==> config.mk <==
export PLATFORM = sky130hd
export DESIGN_NAME = dotc_odt_ctrl
export DESIGN_NICKNAME = d
export VERILOG_FILES = /design/src/rtl/dotc_pkg.sv /design/src/rtl/dotc_tap_if.sv /design/src/rtl/dotc_delay_line.sv /design/src/rtl/dotc_odt_ctrl.sv
export SDC_FILE = /design/constraint.sdc
export NUM_CORES = 1
export LEC_CHECK = 0
export BUFFER_PORTS_ARGS = -buffer_cell sky130_fd_sc_hd__buf_2
export CORE_UTILIZATION = 35
export CTS_BUF_LIST = sky130_fd_sc_hd__clkbuf_8
export DETAILED_ROUTE_END_ITERATION = 8
export PLACE_DENSITY_LB_ADDON = 0.2
export SETUP_SLACK_MARGIN = 0.4
export SLEW_MARGIN = 10
export SYNTH_ARGS = -nofsm -noshare
export SYNTH_HDL_FRONTEND = slang
export SYNTH_SLANG_ARGS = --single-unit
==> constraint.sdc <==
create_clock -name clk_sys_i -period 9.1 [get_ports clk_sys_i]
set_input_delay 0.455 -clock clk_sys_i [delete_from_list [all_inputs] [get_ports clk_sys_i]]
set_output_delay 0.455 -clock clk_sys_i [all_outputs]
set_load 0.01 [all_outputs]
==> src/rtl/dotc_pkg.sv <==
// Constants and types shared by the termination timing control block
package dotc_pkg;
  localparam int unsigned LAT_W     = 6;
  localparam int unsigned DLY_DEPTH = 64;
  localparam int unsigned EV_W      = 2;
  localparam int unsigned CNT_W     = 4;
  localparam int unsigned RTT_W     = 3;
  localparam int unsigned MODE_W    = 14;
  localparam int unsigned CFG_W     = 3;
  localparam int unsigned PIN_W     = 6;

  localparam logic [LAT_W-1:0] LAT_MAX  = 6'h3f;
  localparam logic [7:0]       SUB_PRE1 = 8'h02;
  localparam logic [7:0]       SUB_PRE2 = 8'h03;

  // Read disable window length, per burst and preamble
  localparam logic [CNT_W-1:0] RD_BC4_PRE1 = 4'h4;
  localparam logic [CNT_W-1:0] RD_BC4_PRE2 = 4'h5;
  localparam logic [CNT_W-1:0] RD_BL8_PRE1 = 4'h6;
  localparam logic [CNT_W-1:0] RD_BL8_PRE2 = 4'h7;
  // Write termination window length, per burst, preamble and CRC
  localparam logic [CNT_W-1:0] WR_BC4_P1_C0 = 4'h4;
  localparam logic [CNT_W-1:0] WR_BC4_P1_C1 = 4'h7;
  localparam logic [CNT_W-1:0] WR_BC4_P2_C0 = 4'h5;
  localparam logic [CNT_W-1:0] WR_BC4_P2_C1 = 4'h8;
  localparam logic [CNT_W-1:0] WR_BL8_P1_C0 = 4'h6;
  localparam logic [CNT_W-1:0] WR_BL8_P1_C1 = 4'h7;
  localparam logic [CNT_W-1:0] WR_BL8_P2_C0 = 4'h7;
  localparam logic [CNT_W-1:0] WR_BL8_P2_C1 = 4'h8;
  // Minimum assertion time of the pin
  localparam logic [CNT_W-1:0] HOLD_BC4_PRE1 = 4'h4;
  localparam logic [CNT_W-1:0] HOLD_BC4_PRE2 = 4'h5;
  localparam logic [CNT_W-1:0] HOLD_BL8_PRE1 = 4'h6;
  localparam logic [CNT_W-1:0] HOLD_BL8_PRE2 = 4'h7;
  localparam logic [CNT_W-1:0] HOLD_CRC_EXT  = 4'h1;

  localparam logic [11:0] ADDR_MODE1 = 12'h000;
  localparam logic [11:0] ADDR_MODE2 = 12'h004;
  localparam logic [11:0] ADDR_MODE5 = 12'h008;
  localparam logic [11:0] ADDR_LAT   = 12'h00c;
  localparam logic [11:0] ADDR_CFG   = 12'h010;
  localparam logic [11:0] ADDR_STAT  = 12'h014;

  localparam int unsigned MR1_NOM_LSB  = 8;
  localparam int unsigned MR2_WR_LSB   = 9;
  localparam int unsigned MR5_PARK_LSB = 6;
  localparam int unsigned LAT_CWL_LSB  = 0;
  localparam int unsigned LAT_AL_LSB   = 8;
  localparam int unsigned LAT_PL_LSB   = 16;
  localparam int unsigned LAT_CL_LSB   = 24;
  localparam int unsigned CFG_PRE2_BIT = 0;
  localparam int unsigned CFG_CRC_BIT  = 1;
  localparam int unsigned CFG_CHOP_BIT = 2;
  localparam int unsigned STAT_TERM_LSB = 0;
  localparam int unsigned STAT_LOCK_BIT = 8;
  localparam int unsigned STAT_HERR_BIT = 9;
  localparam int unsigned STAT_CODE_LSB = 16;

  localparam int unsigned PIN_CK   = 0;
  localparam int unsigned PIN_ODT  = 1;
  localparam int unsigned PIN_WR   = 2;
  localparam int unsigned PIN_RD   = 3;
  localparam int unsigned PIN_CHOP = 4;
  localparam int unsigned PIN_LOCK = 5;

  localparam logic [MODE_W-1:0] MODE_RST = 14'h0000;
  localparam logic [31:0]       LAT_RST  = 32'h0000_0000;
  localparam logic [CFG_W-1:0]  CFG_RST  = 3'h0;

  typedef enum logic [4:0] {
    TERM_HIZ  = 5'h01,
    TERM_PARK = 5'h02,
    TERM_NOM  = 5'h04,
    TERM_WR   = 5'h08,
    TERM_DIS  = 5'h10
  } dotc_term_t;
endpackage

==> src/rtl/dotc_tap_if.sv <==
// Carrier between the control logic and one latency shift line
interface dotc_tap_if;
  logic                         step;
  logic                         clear;
  logic [dotc_pkg::EV_W-1:0]    din;
  logic [dotc_pkg::LAT_W-1:0]   lat;
  logic [dotc_pkg::EV_W-1:0]    tap;
  modport src  (output step, output clear, output din, output lat, input tap);
  modport line (input step, input clear, input din, input lat, output tap);
endinterface

==> src/rtl/dotc_delay_line.sv <==
// Per-clock shift line with a programmable latency tap
module dotc_delay_line (
  input  wire logic clk_sys_i,
  input  wire logic rst_b_i,
  input  wire logic ce_i,
  dotc_tap_if.line  tap_if
);
  logic [dotc_pkg::EV_W-1:0] sr_q [dotc_pkg::DLY_DEPTH];
  wire  logic                lat_zero;
  wire  logic [dotc_pkg::LAT_W-1:0] tap_idx;

  assign lat_zero   = (tap_if.lat == '0);
  assign tap_idx    = tap_if.lat - 6'h01;
  assign tap_if.tap = lat_zero ? tap_if.din : sr_q[tap_idx];

  always_ff @(posedge clk_sys_i or negedge rst_b_i) begin
    if (!rst_b_i) begin
      for (int i = 0; i < dotc_pkg::DLY_DEPTH; i++) sr_q[i] <= '0;
    end else if (ce_i && tap_if.clear) begin
      for (int i = 0; i < dotc_pkg::DLY_DEPTH; i++) sr_q[i] <= '0;
    end else if (ce_i && tap_if.step) begin
      sr_q[0] <= tap_if.din;
      for (int i = 1; i < dotc_pkg::DLY_DEPTH; i++) sr_q[i] <= sr_q[i-1];
    end
  end
endmodule

==> src/rtl/dotc_odt_ctrl.sv <==
// Synchronous and dynamic on-die termination timing control with APB registers
// How it works
// - Synchronous timing whenever DLL is locked
// - Nominal on/off direct latency after pin sample
// - Direct latencies equal write latency minus two
// - Two-clock preamble: write latency minus three
// - Read disables termination after read latency minus two (three with two-clock preamble)
// - Chopped read: park back after four/five
// - Full read: park back after six/seven
// - Hold counted from pin high or write
// - No termination while driving read data
// - Dynamic switching enabled by mode bits
// - Values from mode register fields
// - Idle: pin times nominal, park when low
// - Write selects write termination after latency
// - Write deselect after four or six
// - Deselect offsets adjusted for CRC, preamble
// - Priority: read, write, nominal, park
// - Read disable lasts half burst plus X
module dotc_odt_ctrl (
  input  wire logic        clk_sys_i,
  input  wire logic        rst_b_i,
  input  wire logic        ce_i,
  input  wire logic        psel_i,
  input  wire logic        penable_i,
  input  wire logic        pwrite_i,
  input  wire logic [11:0] paddr_i,
  input  wire logic [31:0] pwdata_i,
  output logic      [31:0] prdata_o,
  output logic             pready_o,
  output logic             pslverr_o,
  input  wire logic        mem_ck_i,
  input  wire logic        odt_i,
  input  wire logic        wr_cmd_i,
  input  wire logic        rd_cmd_i,
  input  wire logic        burst_chop_four_i,
  input  wire logic        dll_locked_i,
  output logic      [4:0]  term_state_o,
  output logic      [2:0]  rtt_code_o,
  output logic             sync_mode_o,
  output logic             odt_hold_err_o
);
  localparam int unsigned CW = dotc_pkg::CNT_W;

  logic [dotc_pkg::PIN_W-1:0]  pin_s1_q, pin_s2_q;
  logic                        ck_prev_q;
  logic [dotc_pkg::MODE_W-1:0] mode_register_1_q, mode_register_2_q, mode_register_5_q;
  logic [31:0]                 lat_q;
  logic [dotc_pkg::CFG_W-1:0]  cfg_q;
  logic [31:0]                 prdata_q;
  dotc_pkg::dotc_term_t        term_q, term_d;
  logic [dotc_pkg::RTT_W-1:0]  rtt_code_q, rtt_code_d;
  logic [CW-1:0]               rd_cnt_q, rd_cnt_d, wr_cnt_q, wr_cnt_d, hold_cnt_q;
  logic                        odt_prev_q, hold_err_q;

  function automatic logic [dotc_pkg::LAT_W-1:0] lat_calc(input logic [7:0] s,
                                                          input logic [7:0] b);
    logic [7:0] d;
    d = s - b;
    if (s <= b) lat_calc = '0;
    else if (d > {2'b00, dotc_pkg::LAT_MAX}) lat_calc = dotc_pkg::LAT_MAX;
    else lat_calc = d[dotc_pkg::LAT_W-1:0];
  endfunction

  // Pin synchronisers
  always_ff @(posedge clk_sys_i or negedge rst_b_i) begin
    if (!rst_b_i) begin
      pin_s1_q  <= '0;
      pin_s2_q  <= '0;
      ck_prev_q <= 1'b0;
    end else if (ce_i) begin
      pin_s1_q  <= {dll_locked_i, burst_chop_four_i, rd_cmd_i, wr_cmd_i, odt_i, mem_ck_i};
      pin_s2_q  <= pin_s1_q;
      ck_prev_q <= pin_s2_q[dotc_pkg::PIN_CK];
    end
  end

  wire logic ck_rise, odt_s, wr_s, rd_s, chop_s, locked, sync_step;
  assign ck_rise   = pin_s2_q[dotc_pkg::PIN_CK] & ~ck_prev_q;
  assign odt_s     = pin_s2_q[dotc_pkg::PIN_ODT];
  assign wr_s      = pin_s2_q[dotc_pkg::PIN_WR];
  assign rd_s      = pin_s2_q[dotc_pkg::PIN_RD];
  assign chop_s    = pin_s2_q[dotc_pkg::PIN_CHOP];
  assign locked    = pin_s2_q[dotc_pkg::PIN_LOCK];
  assign sync_step = ck_rise & locked;

  // Mode fields
  wire logic [2:0] nom_val, wr_val, park_val;
  wire logic       nom_en, park_en, dyn_en, pre2, crc_en, cfg_chop;
  wire logic [4:0] cwl, al, cl;
  wire logic [3:0] pl;
  assign nom_val  = mode_register_1_q[dotc_pkg::MR1_NOM_LSB +: dotc_pkg::RTT_W];
  assign wr_val   = mode_register_2_q[dotc_pkg::MR2_WR_LSB +: dotc_pkg::RTT_W];
  assign park_val = mode_register_5_q[dotc_pkg::MR5_PARK_LSB +: dotc_pkg::RTT_W];
  assign nom_en   = (nom_val != '0);
  assign park_en  = (park_val != '0);
  // either low write-field bit enables switching
  assign dyn_en   = wr_val[0] | wr_val[1];
  assign pre2     = cfg_q[dotc_pkg::CFG_PRE2_BIT];
  assign crc_en   = cfg_q[dotc_pkg::CFG_CRC_BIT];
  assign cfg_chop = cfg_q[dotc_pkg::CFG_CHOP_BIT];
  assign cwl      = lat_q[dotc_pkg::LAT_CWL_LSB +: 5];
  assign al       = lat_q[dotc_pkg::LAT_AL_LSB +: 5];
  assign pl       = lat_q[dotc_pkg::LAT_PL_LSB +: 4];
  assign cl       = lat_q[dotc_pkg::LAT_CL_LSB +: 5];

  wire logic [7:0] wl_sum, rl_sum, lat_sub;
  wire logic [dotc_pkg::LAT_W-1:0] dlat, rlat;
  assign wl_sum  = {3'h0, cwl} + {3'h0, al} + {4'h0, pl};
  assign rl_sum  = {3'h0, cl} + {3'h0, al} + {4'h0, pl};
  assign lat_sub = pre2 ? dotc_pkg::SUB_PRE2 : dotc_pkg::SUB_PRE1;
  assign dlat    = lat_calc(wl_sum, lat_sub);
  // read latency minus two or three
  assign rlat    = lat_calc(rl_sum, lat_sub);

  // Latency lines
  dotc_tap_if odt_if ();
  dotc_tap_if wr_if ();
  dotc_tap_if rd_if ();
  assign odt_if.step  = sync_step;
  assign odt_if.clear = ~locked;
  assign odt_if.din   = {1'b0, odt_s};
  assign odt_if.lat   = dlat;
  assign wr_if.step   = sync_step;
  assign wr_if.clear  = ~locked;
  assign wr_if.din    = {chop_s, wr_s};
  assign wr_if.lat    = dlat;
  assign rd_if.step   = sync_step;
  assign rd_if.clear  = ~locked;
  assign rd_if.din    = {chop_s, rd_s};
  assign rd_if.lat    = rlat;

  dotc_delay_line u_odt_line (.clk_sys_i(clk_sys_i), .rst_b_i(rst_b_i), .ce_i(ce_i),
                              .tap_if(odt_if));
  dotc_delay_line u_wr_line  (.clk_sys_i(clk_sys_i), .rst_b_i(rst_b_i), .ce_i(ce_i),
                              .tap_if(wr_if));
  dotc_delay_line u_rd_line  (.clk_sys_i(clk_sys_i), .rst_b_i(rst_b_i), .ce_i(ce_i),
                              .tap_if(rd_if));

  // Window lengths
  wire logic          rd_fire, rd_chop, wr_fire, wr_chop, rd_act, wr_act, nom_act;
  wire logic [CW-1:0] rd_len, wr_len_c, wr_len_f, wr_len;
  assign rd_fire = rd_if.tap[0];
  assign rd_chop = rd_if.tap[1];
  assign wr_fire = wr_if.tap[0] & dyn_en;
  assign wr_chop = wr_if.tap[1];
  assign rd_len  = rd_chop ? (pre2 ? dotc_pkg::RD_BC4_PRE2 : dotc_pkg::RD_BC4_PRE1)
                           : (pre2 ? dotc_pkg::RD_BL8_PRE2 : dotc_pkg::RD_BL8_PRE1);
  assign wr_len_c = pre2 ? (crc_en ? dotc_pkg::WR_BC4_P2_C1 : dotc_pkg::WR_BC4_P2_C0)
                         : (crc_en ? dotc_pkg::WR_BC4_P1_C1 : dotc_pkg::WR_BC4_P1_C0);
  assign wr_len_f = pre2 ? (crc_en ? dotc_pkg::WR_BL8_P2_C1 : dotc_pkg::WR_BL8_P2_C0)
                         : (crc_en ? dotc_pkg::WR_BL8_P1_C1 : dotc_pkg::WR_BL8_P1_C0);
  assign wr_len   = wr_chop ? wr_len_c : wr_len_f;
  assign rd_act   = rd_fire | (rd_cnt_q != '0);
  assign wr_act   = wr_fire | (wr_cnt_q != '0);
  assign nom_act  = odt_if.tap[0] & nom_en;

  always_comb begin
    rd_cnt_d = rd_fire ? rd_len - 4'h1 : ((rd_cnt_q != '0) ? rd_cnt_q - 4'h1 : '0);
    wr_cnt_d = wr_fire ? wr_len - 4'h1 : ((wr_cnt_q != '0) ? wr_cnt_q - 4'h1 : '0);
    // read over write over nominal over park
    if (!locked) term_d = (odt_s & nom_en) ? dotc_pkg::TERM_NOM
                          : (park_en ? dotc_pkg::TERM_PARK : dotc_pkg::TERM_HIZ);
    else if (rd_act) term_d = dotc_pkg::TERM_DIS;
    else if (wr_act) term_d = dotc_pkg::TERM_WR;
    else if (nom_act) term_d = dotc_pkg::TERM_NOM;
    else if (park_en) term_d = dotc_pkg::TERM_PARK;
    else term_d = dotc_pkg::TERM_HIZ;
    case (term_d)
      dotc_pkg::TERM_NOM:  rtt_code_d = nom_val;
      dotc_pkg::TERM_WR:   rtt_code_d = wr_val;
      dotc_pkg::TERM_PARK: rtt_code_d = park_val;
      default:             rtt_code_d = '0;
    endcase
  end

  wire logic term_upd;
  assign term_upd = sync_step | ~locked;

  always_ff @(posedge clk_sys_i or negedge rst_b_i) begin
    if (!rst_b_i) begin
      term_q     <= dotc_pkg::TERM_HIZ;
      rtt_code_q <= '0;
      rd_cnt_q   <= '0;
      wr_cnt_q   <= '0;
    end else if (ce_i && term_upd) begin
      term_q     <= term_d;
      rtt_code_q <= rtt_code_d;
      rd_cnt_q   <= locked ? rd_cnt_d : '0;
      wr_cnt_q   <= locked ? wr_cnt_d : '0;
    end
  end

  // Minimum assertion time check
  wire logic [CW-1:0] hold_base, hold_need;
  wire logic          hold_start, hold_set, hold_clr, acc, wr_en, rd_setup;
  assign hold_base  = cfg_chop ? (pre2 ? dotc_pkg::HOLD_BC4_PRE2 : dotc_pkg::HOLD_BC4_PRE1)
                               : (pre2 ? dotc_pkg::HOLD_BL8_PRE2 : dotc_pkg::HOLD_BL8_PRE1);
  assign hold_need  = crc_en ? hold_base + dotc_pkg::HOLD_CRC_EXT : hold_base;
  // count from first high or write
  assign hold_start = odt_s & (~odt_prev_q | wr_s);
  // flag a pin dropped too early
  assign hold_set   = sync_step & ~odt_s & odt_prev_q & (hold_cnt_q < hold_need);
  assign acc        = psel_i & penable_i;
  assign wr_en      = acc & pwrite_i;
  assign rd_setup   = psel_i & ~penable_i & ~pwrite_i;
  assign hold_clr   = wr_en & (paddr_i == dotc_pkg::ADDR_STAT) &
                      pwdata_i[dotc_pkg::STAT_HERR_BIT];

  always_ff @(posedge clk_sys_i or negedge rst_b_i) begin
    if (!rst_b_i) begin
      odt_prev_q <= 1'b0;
      hold_cnt_q <= '0;
    end else if (ce_i && sync_step) begin
      odt_prev_q <= odt_s;
      if (hold_start) hold_cnt_q <= 4'h1;
      else if (odt_s && hold_cnt_q < hold_need) hold_cnt_q <= hold_cnt_q + 4'h1;
    end
  end

  // Set wins over clear
  always_ff @(posedge clk_sys_i or negedge rst_b_i) begin
    if (!rst_b_i) hold_err_q <= 1'b0;
    else if (ce_i) hold_err_q <= hold_set | (hold_err_q & ~hold_clr);
  end

  // APB register file
  wire logic hit_m1, hit_m2, hit_m5, hit_lat, hit_cfg, hit_stat, mapped;
  wire logic [31:0] stat_word, rd_mux;
  assign hit_m1    = (paddr_i == dotc_pkg::ADDR_MODE1);
  assign hit_m2    = (paddr_i == dotc_pkg::ADDR_MODE2);
  assign hit_m5    = (paddr_i == dotc_pkg::ADDR_MODE5);
  assign hit_lat   = (paddr_i == dotc_pkg::ADDR_LAT);
  assign hit_cfg   = (paddr_i == dotc_pkg::ADDR_CFG);
  assign hit_stat  = (paddr_i == dotc_pkg::ADDR_STAT);
  assign mapped    = hit_m1 | hit_m2 | hit_m5 | hit_lat | hit_cfg | hit_stat;
  assign stat_word = (32'(term_q) << dotc_pkg::STAT_TERM_LSB) |
                     (32'(locked) << dotc_pkg::STAT_LOCK_BIT) |
                     (32'(hold_err_q) << dotc_pkg::STAT_HERR_BIT) |
                     (32'(rtt_code_q) << dotc_pkg::STAT_CODE_LSB);
  assign rd_mux    = hit_m1  ? 32'(mode_register_1_q) :
                     hit_m2  ? 32'(mode_register_2_q) :
                     hit_m5  ? 32'(mode_register_5_q) :
                     hit_lat ? lat_q :
                     hit_cfg ? 32'(cfg_q) :
                     hit_stat ? stat_word : 32'h0000_0000;

  always_ff @(posedge clk_sys_i or negedge rst_b_i) begin
    if (!rst_b_i) begin
      mode_register_1_q <= dotc_pkg::MODE_RST;
      mode_register_2_q <= dotc_pkg::MODE_RST;
      mode_register_5_q <= dotc_pkg::MODE_RST;
      lat_q             <= dotc_pkg::LAT_RST;
      cfg_q             <= dotc_pkg::CFG_RST;
      prdata_q          <= 32'h0000_0000;
    end else if (ce_i) begin
      if (wr_en && hit_m1) mode_register_1_q <= pwdata_i[dotc_pkg::MODE_W-1:0];
      if (wr_en && hit_m2) mode_register_2_q <= pwdata_i[dotc_pkg::MODE_W-1:0];
      if (wr_en && hit_m5) mode_register_5_q <= pwdata_i[dotc_pkg::MODE_W-1:0];
      if (wr_en && hit_lat) lat_q <= pwdata_i;
      if (wr_en && hit_cfg) cfg_q <= pwdata_i[dotc_pkg::CFG_W-1:0];
      if (rd_setup) prdata_q <= rd_mux;
    end
  end

  assign prdata_o       = prdata_q;
  assign pready_o       = 1'b1;
  assign pslverr_o      = acc & ~mapped;
  assign term_state_o   = term_q;
  assign rtt_code_o     = rtt_code_q;
  assign sync_mode_o    = locked;
  assign odt_hold_err_o = hold_err_q;
endmodule

==> impl_results.md <==
* Tmin final at approximately 7.0 ns
* Sequential share of the synthesized area at 0.500
* CP Class: register to register
* Final setup viols at 0
* CTS tree: done
* Initial Utilization at 0.354
* First-pass GRT wire length at a little over 80 mm
* Outcome: completed
* Clock-pin slew on the worst setup and hold paths at approximately 0.060 ns
* HPWL after DPL at roughly 31 mm
* RSZ-0062 raised after global routing: no
* GRT overflow at 0
* Cell Area, Placed at ~21,000 µm²
* Post-CTS Setup Bufs at 0
* Cell area after layout at around 23,000 µm²
* Placed cells at approximately 2,300
* I/O Buffers at 98
* Period utilization at 0.772
* Slowest stage delay, CP at ~0.79 ns
* Max Freq at ~140 MHz
* Multi-input logic area at 9400 µm²
* Total Wirelength at around 50 mm
* Gp weighted congestion at 0.808
* Worst hold path type: primary input to register
* H-Tree Depth at 3
* CP delay by family, top: compound AO/OA/AOI/OAI gates
* Leakage at approximately 11 nW
* Hold Slack at 0.0662 ns
* Post-synthesis instance total at 1,585
* WL/cell at slightly above 20 µm
* Synthesized area at about 20,000 µm²
* Pin count of the biggest net entering global routing at 218
* Antenna violations before repair at 0
* Longest Clk Path Bufs at 3
* Worst Path Max Fanout at 21
* Area Overhead vs Synth at 13.0%
* Yosys reg bits at 400
* Number of remaining DRC errors at 0
* Nets at approximately 1,800
* Top FF cell, synth: dfrtp_1
* I/O Pins at 100
* Clock Skew at ~0.034 ns
* Routed vias/inst at 5.65
* Die ar. at 58,200 µm²
* Synthesized Nets at 1,682
* Fin. Hold Viols at 0
* ANT cells at 0
* Setup crit end kind: register
* Total number of vias at between 10,000 and 15,000
* DRT iter0 DRCs at about 1,100
* Reg2reg setup slack at between 2 and 2.5 ns
* PostCTS Resize Cnt at 0
* Commonest non-fill, non-tap cells in the layout: 399 x dfrtp_1, 272 x a22o_1, 103 x mux2_2, 97 x buf_2, 90 x clkbuf_8
* Clock Tree Root: clkbuf_8
* Core Region at roughly 56,000 µm²
* Post-synthesis area per instance at around 13 µm²
* Post-CTS Hold Fix Bufs at 2
* Clock sinks at 400
* Crit path buf inv count at 1
* Warnings from Yosys at 0
* Commonest non-fill, non-tap cell in the layout: dfrtp_1
* Std-Cell Rows at 87
* Number of distinct library cells after synthesis at between 90 and 100
* Slew Limit Fails at 0
* DIE WIDTH at 241 µm
* TritonCTS Buffers at between 70 and 80
* Fraction of layout cells with a size suffix above 1 at 0.254
* Number of global-route vias before repair at between 10,000 and 15,000
* Maximum VDD drop at a little under 80 µV
* Insertion delay to the later sink of the worst-skew pair at 0.65 ns
* Reg area at around 10,000 µm²
* Fin Setup TNS at 0 ns
* Worst path slowest cell: o211ai_4
* WP data arrival at 7.53 ns
* Remaining antenna violation count after routing at 0
* Die height at 241 µm
* Slew @ Worst Pin at between 1 and 1.5 ns
* Maxcap violations at 0
* Post-Layout Cell Count at between 2,000 and 2,500
* Slew headroom at 0.210
* Req. time, crit path at 9.61 ns
* Total power per unit cell area at 171 nW/µm²
* DRT Pass-1 Iters at 5
* Critical Path Source Type: register
* Util after Layout at 0.401
* All-Layer GR Usage at 0.175
* Asr flop ratio synth at 1.00
* Critical path, cell by cell: fa_1, ha_1, fa_1, xor2_1, a2111oi_0, o21ai_1, o211ai_4, ha_1, o21ai_0, a2111oi_0, nor4_1, o2bb2ai_1, a22oi_1, buf_4, nor2_1, o2111ai_1, a31oi_1, nand2_1, nor4b_4, and2_1, o32a_1
* Number of flops mapped to enable cells by yosys at 0
* Filler cell count at 5,349
[state kept, by name (all words and copies together) (netlist names), 4 cells and up]
signal	count
u_wr_line.sr_q	97
u_rd_line.sr_q	95
u_odt_line.sr_q	64
lat_q	32
prdata_o	32
mode_register_1_q	14
mode_register_2_q	14
mode_register_5_q	14
pin_s1_q	6
pin_s2_q	6
term_state_o	5
hold_cnt_q	4
rd_cnt_q	4
wr_cnt_q	4
[worst register-to-register path: stages (launching register included)]
cell       delay (ns)
dfrtp_1          0.44
fa_1             0.50
ha_1             0.24
fa_1             0.49
xor2_1           0.24
a2111oi_0        0.35
o21ai_1          0.23
o211ai_4         0.79
ha_1             0.48
o21ai_0          0.13
a2111oi_0        0.44
nor4_1           0.12
o2bb2ai_1        0.21
a22oi_1          0.11
buf_4            0.24
nor2_1           0.31
o2111ai_1        0.16
a31oi_1          0.37
nand2_1          0.34
nor4b_4          0.24
and2_1           0.17
o32a_1           0.28
[cells by family (layout without fill, tap and decap cells)]
kind of cell             after synthesis  after routing  share of synthesized area
flip-flops                           400            400                      0.500
other                                  1              1                   0.000187
multiplexers                         208            208                      0.160
AO/OA/AOI/OAI                        484            484                      0.194
XOR/XNOR                              29             29                     0.0161
adder cells (fa/ha/maj)               41             41                     0.0294
buffers and inverters                158            284                     0.0339
AND/OR/NAND/NOR                      264            264                     0.0665
[Yosys cell counts, types with 4 or more instances]
cell type	instances	share of area
nor4_1	4	0.0012
dfrtp_1	399	0.50
and3_1	8	0.0025
a2111oi_0	11	0.0048
and2_1	15	0.0047
nand2b_1	7	0.0022
mux4_2	70	0.079
o21ai_0	46	0.012
a21o_1	10	0.0038
xor2_1	9	0.0039
o211ai_1	4	0.0015
a31oi_1	8	0.0025
mux2_2	103	0.058
nand2_1	88	0.017
nand3_1	30	0.0075
inv_1	36	0.0068
nor2b_1	10	0.0031
o22ai_1	10	0.0031
and4_1	4	0.0017
a22oi_1	12	0.0045
mux4_1	7	0.0092
fa_1	10	0.010
mux2i_1	28	0.014
nand4_1	10	0.0031
a21oi_1	46	0.012
a22o_1	272	0.12
a211oi_1	9	0.0034
nor2_1	46	0.0086
xnor2_1	15	0.0066
ha_1	31	0.019
clkbuf_1	100	0.019
nor3_1	17	0.0043
buf_2	10	0.0025
[power breakdown]
part           switching (mW)  internal [mW]
clock                   0.755          0.916
combinational           0.235          0.109
sequential             0.0396           1.82
[metal layers]
layer  up-vias  global-route usage  wire, µm
met4         0              0.0550       881
met3        58              0.0326      2120
met2       331               0.273     23500
met1      7296               0.246     23500
met5         -                   0         0
li1       6263                   -         -
[layout make-up]
class	instances	share of cell area
Multi-Input combinational cell	1027	0.415
Inverter	38	0.00630
Sequential cell	400	0.442
Clock inverter	36	0.00818
Timing Repair Buffer	120	0.0313
Clock buffer	90	0.0547
Tap cell	756	0.0418
[worst paths after layout]
check | start | endpoint | cells past startpoint
worst max-delay path | lat_q[17]$_DFFE_PN0P_ | rtt_code_o[0]$_DFFE_PN0P_ | 21
worst min-delay path | pwdata_i[17] | lat_q[17]$_DFFE_PN0P_ | 2
worst max register to register | lat_q[17]$_DFFE_PN0P_ | rtt_code_o[0]$_DFFE_PN0P_ | 21
worst min register to register | prdata_o[10]$_DFFE_PN0P_ | prdata_o[10]$_DFFE_PN0P_ | 2
max in group asynchronous | rst_b_i | u_rd_line.sr_q[117]$_DFFE_PN0P_ | 3
min in group asynchronous | rst_b_i | prdata_o[26]$_DFFE_PN0P_ | 2
[stage by stage]
| step | power, mW | worst slack (ns) |
|---|---|---|
| 6_report | 3.87 | 2.08 |
| 4_1_cts | 3.94 | 2.06 |
| 2_1_floorplan | 2.10 | 2.32 |
| 3_5_place_dp | 2.24 | 2.09 |
| 5_1_grt | 4.06 | 1.64 |
| 3_3_place_gp | 2.23 | 1.99 |
Power figures use the tool's default switching activity.
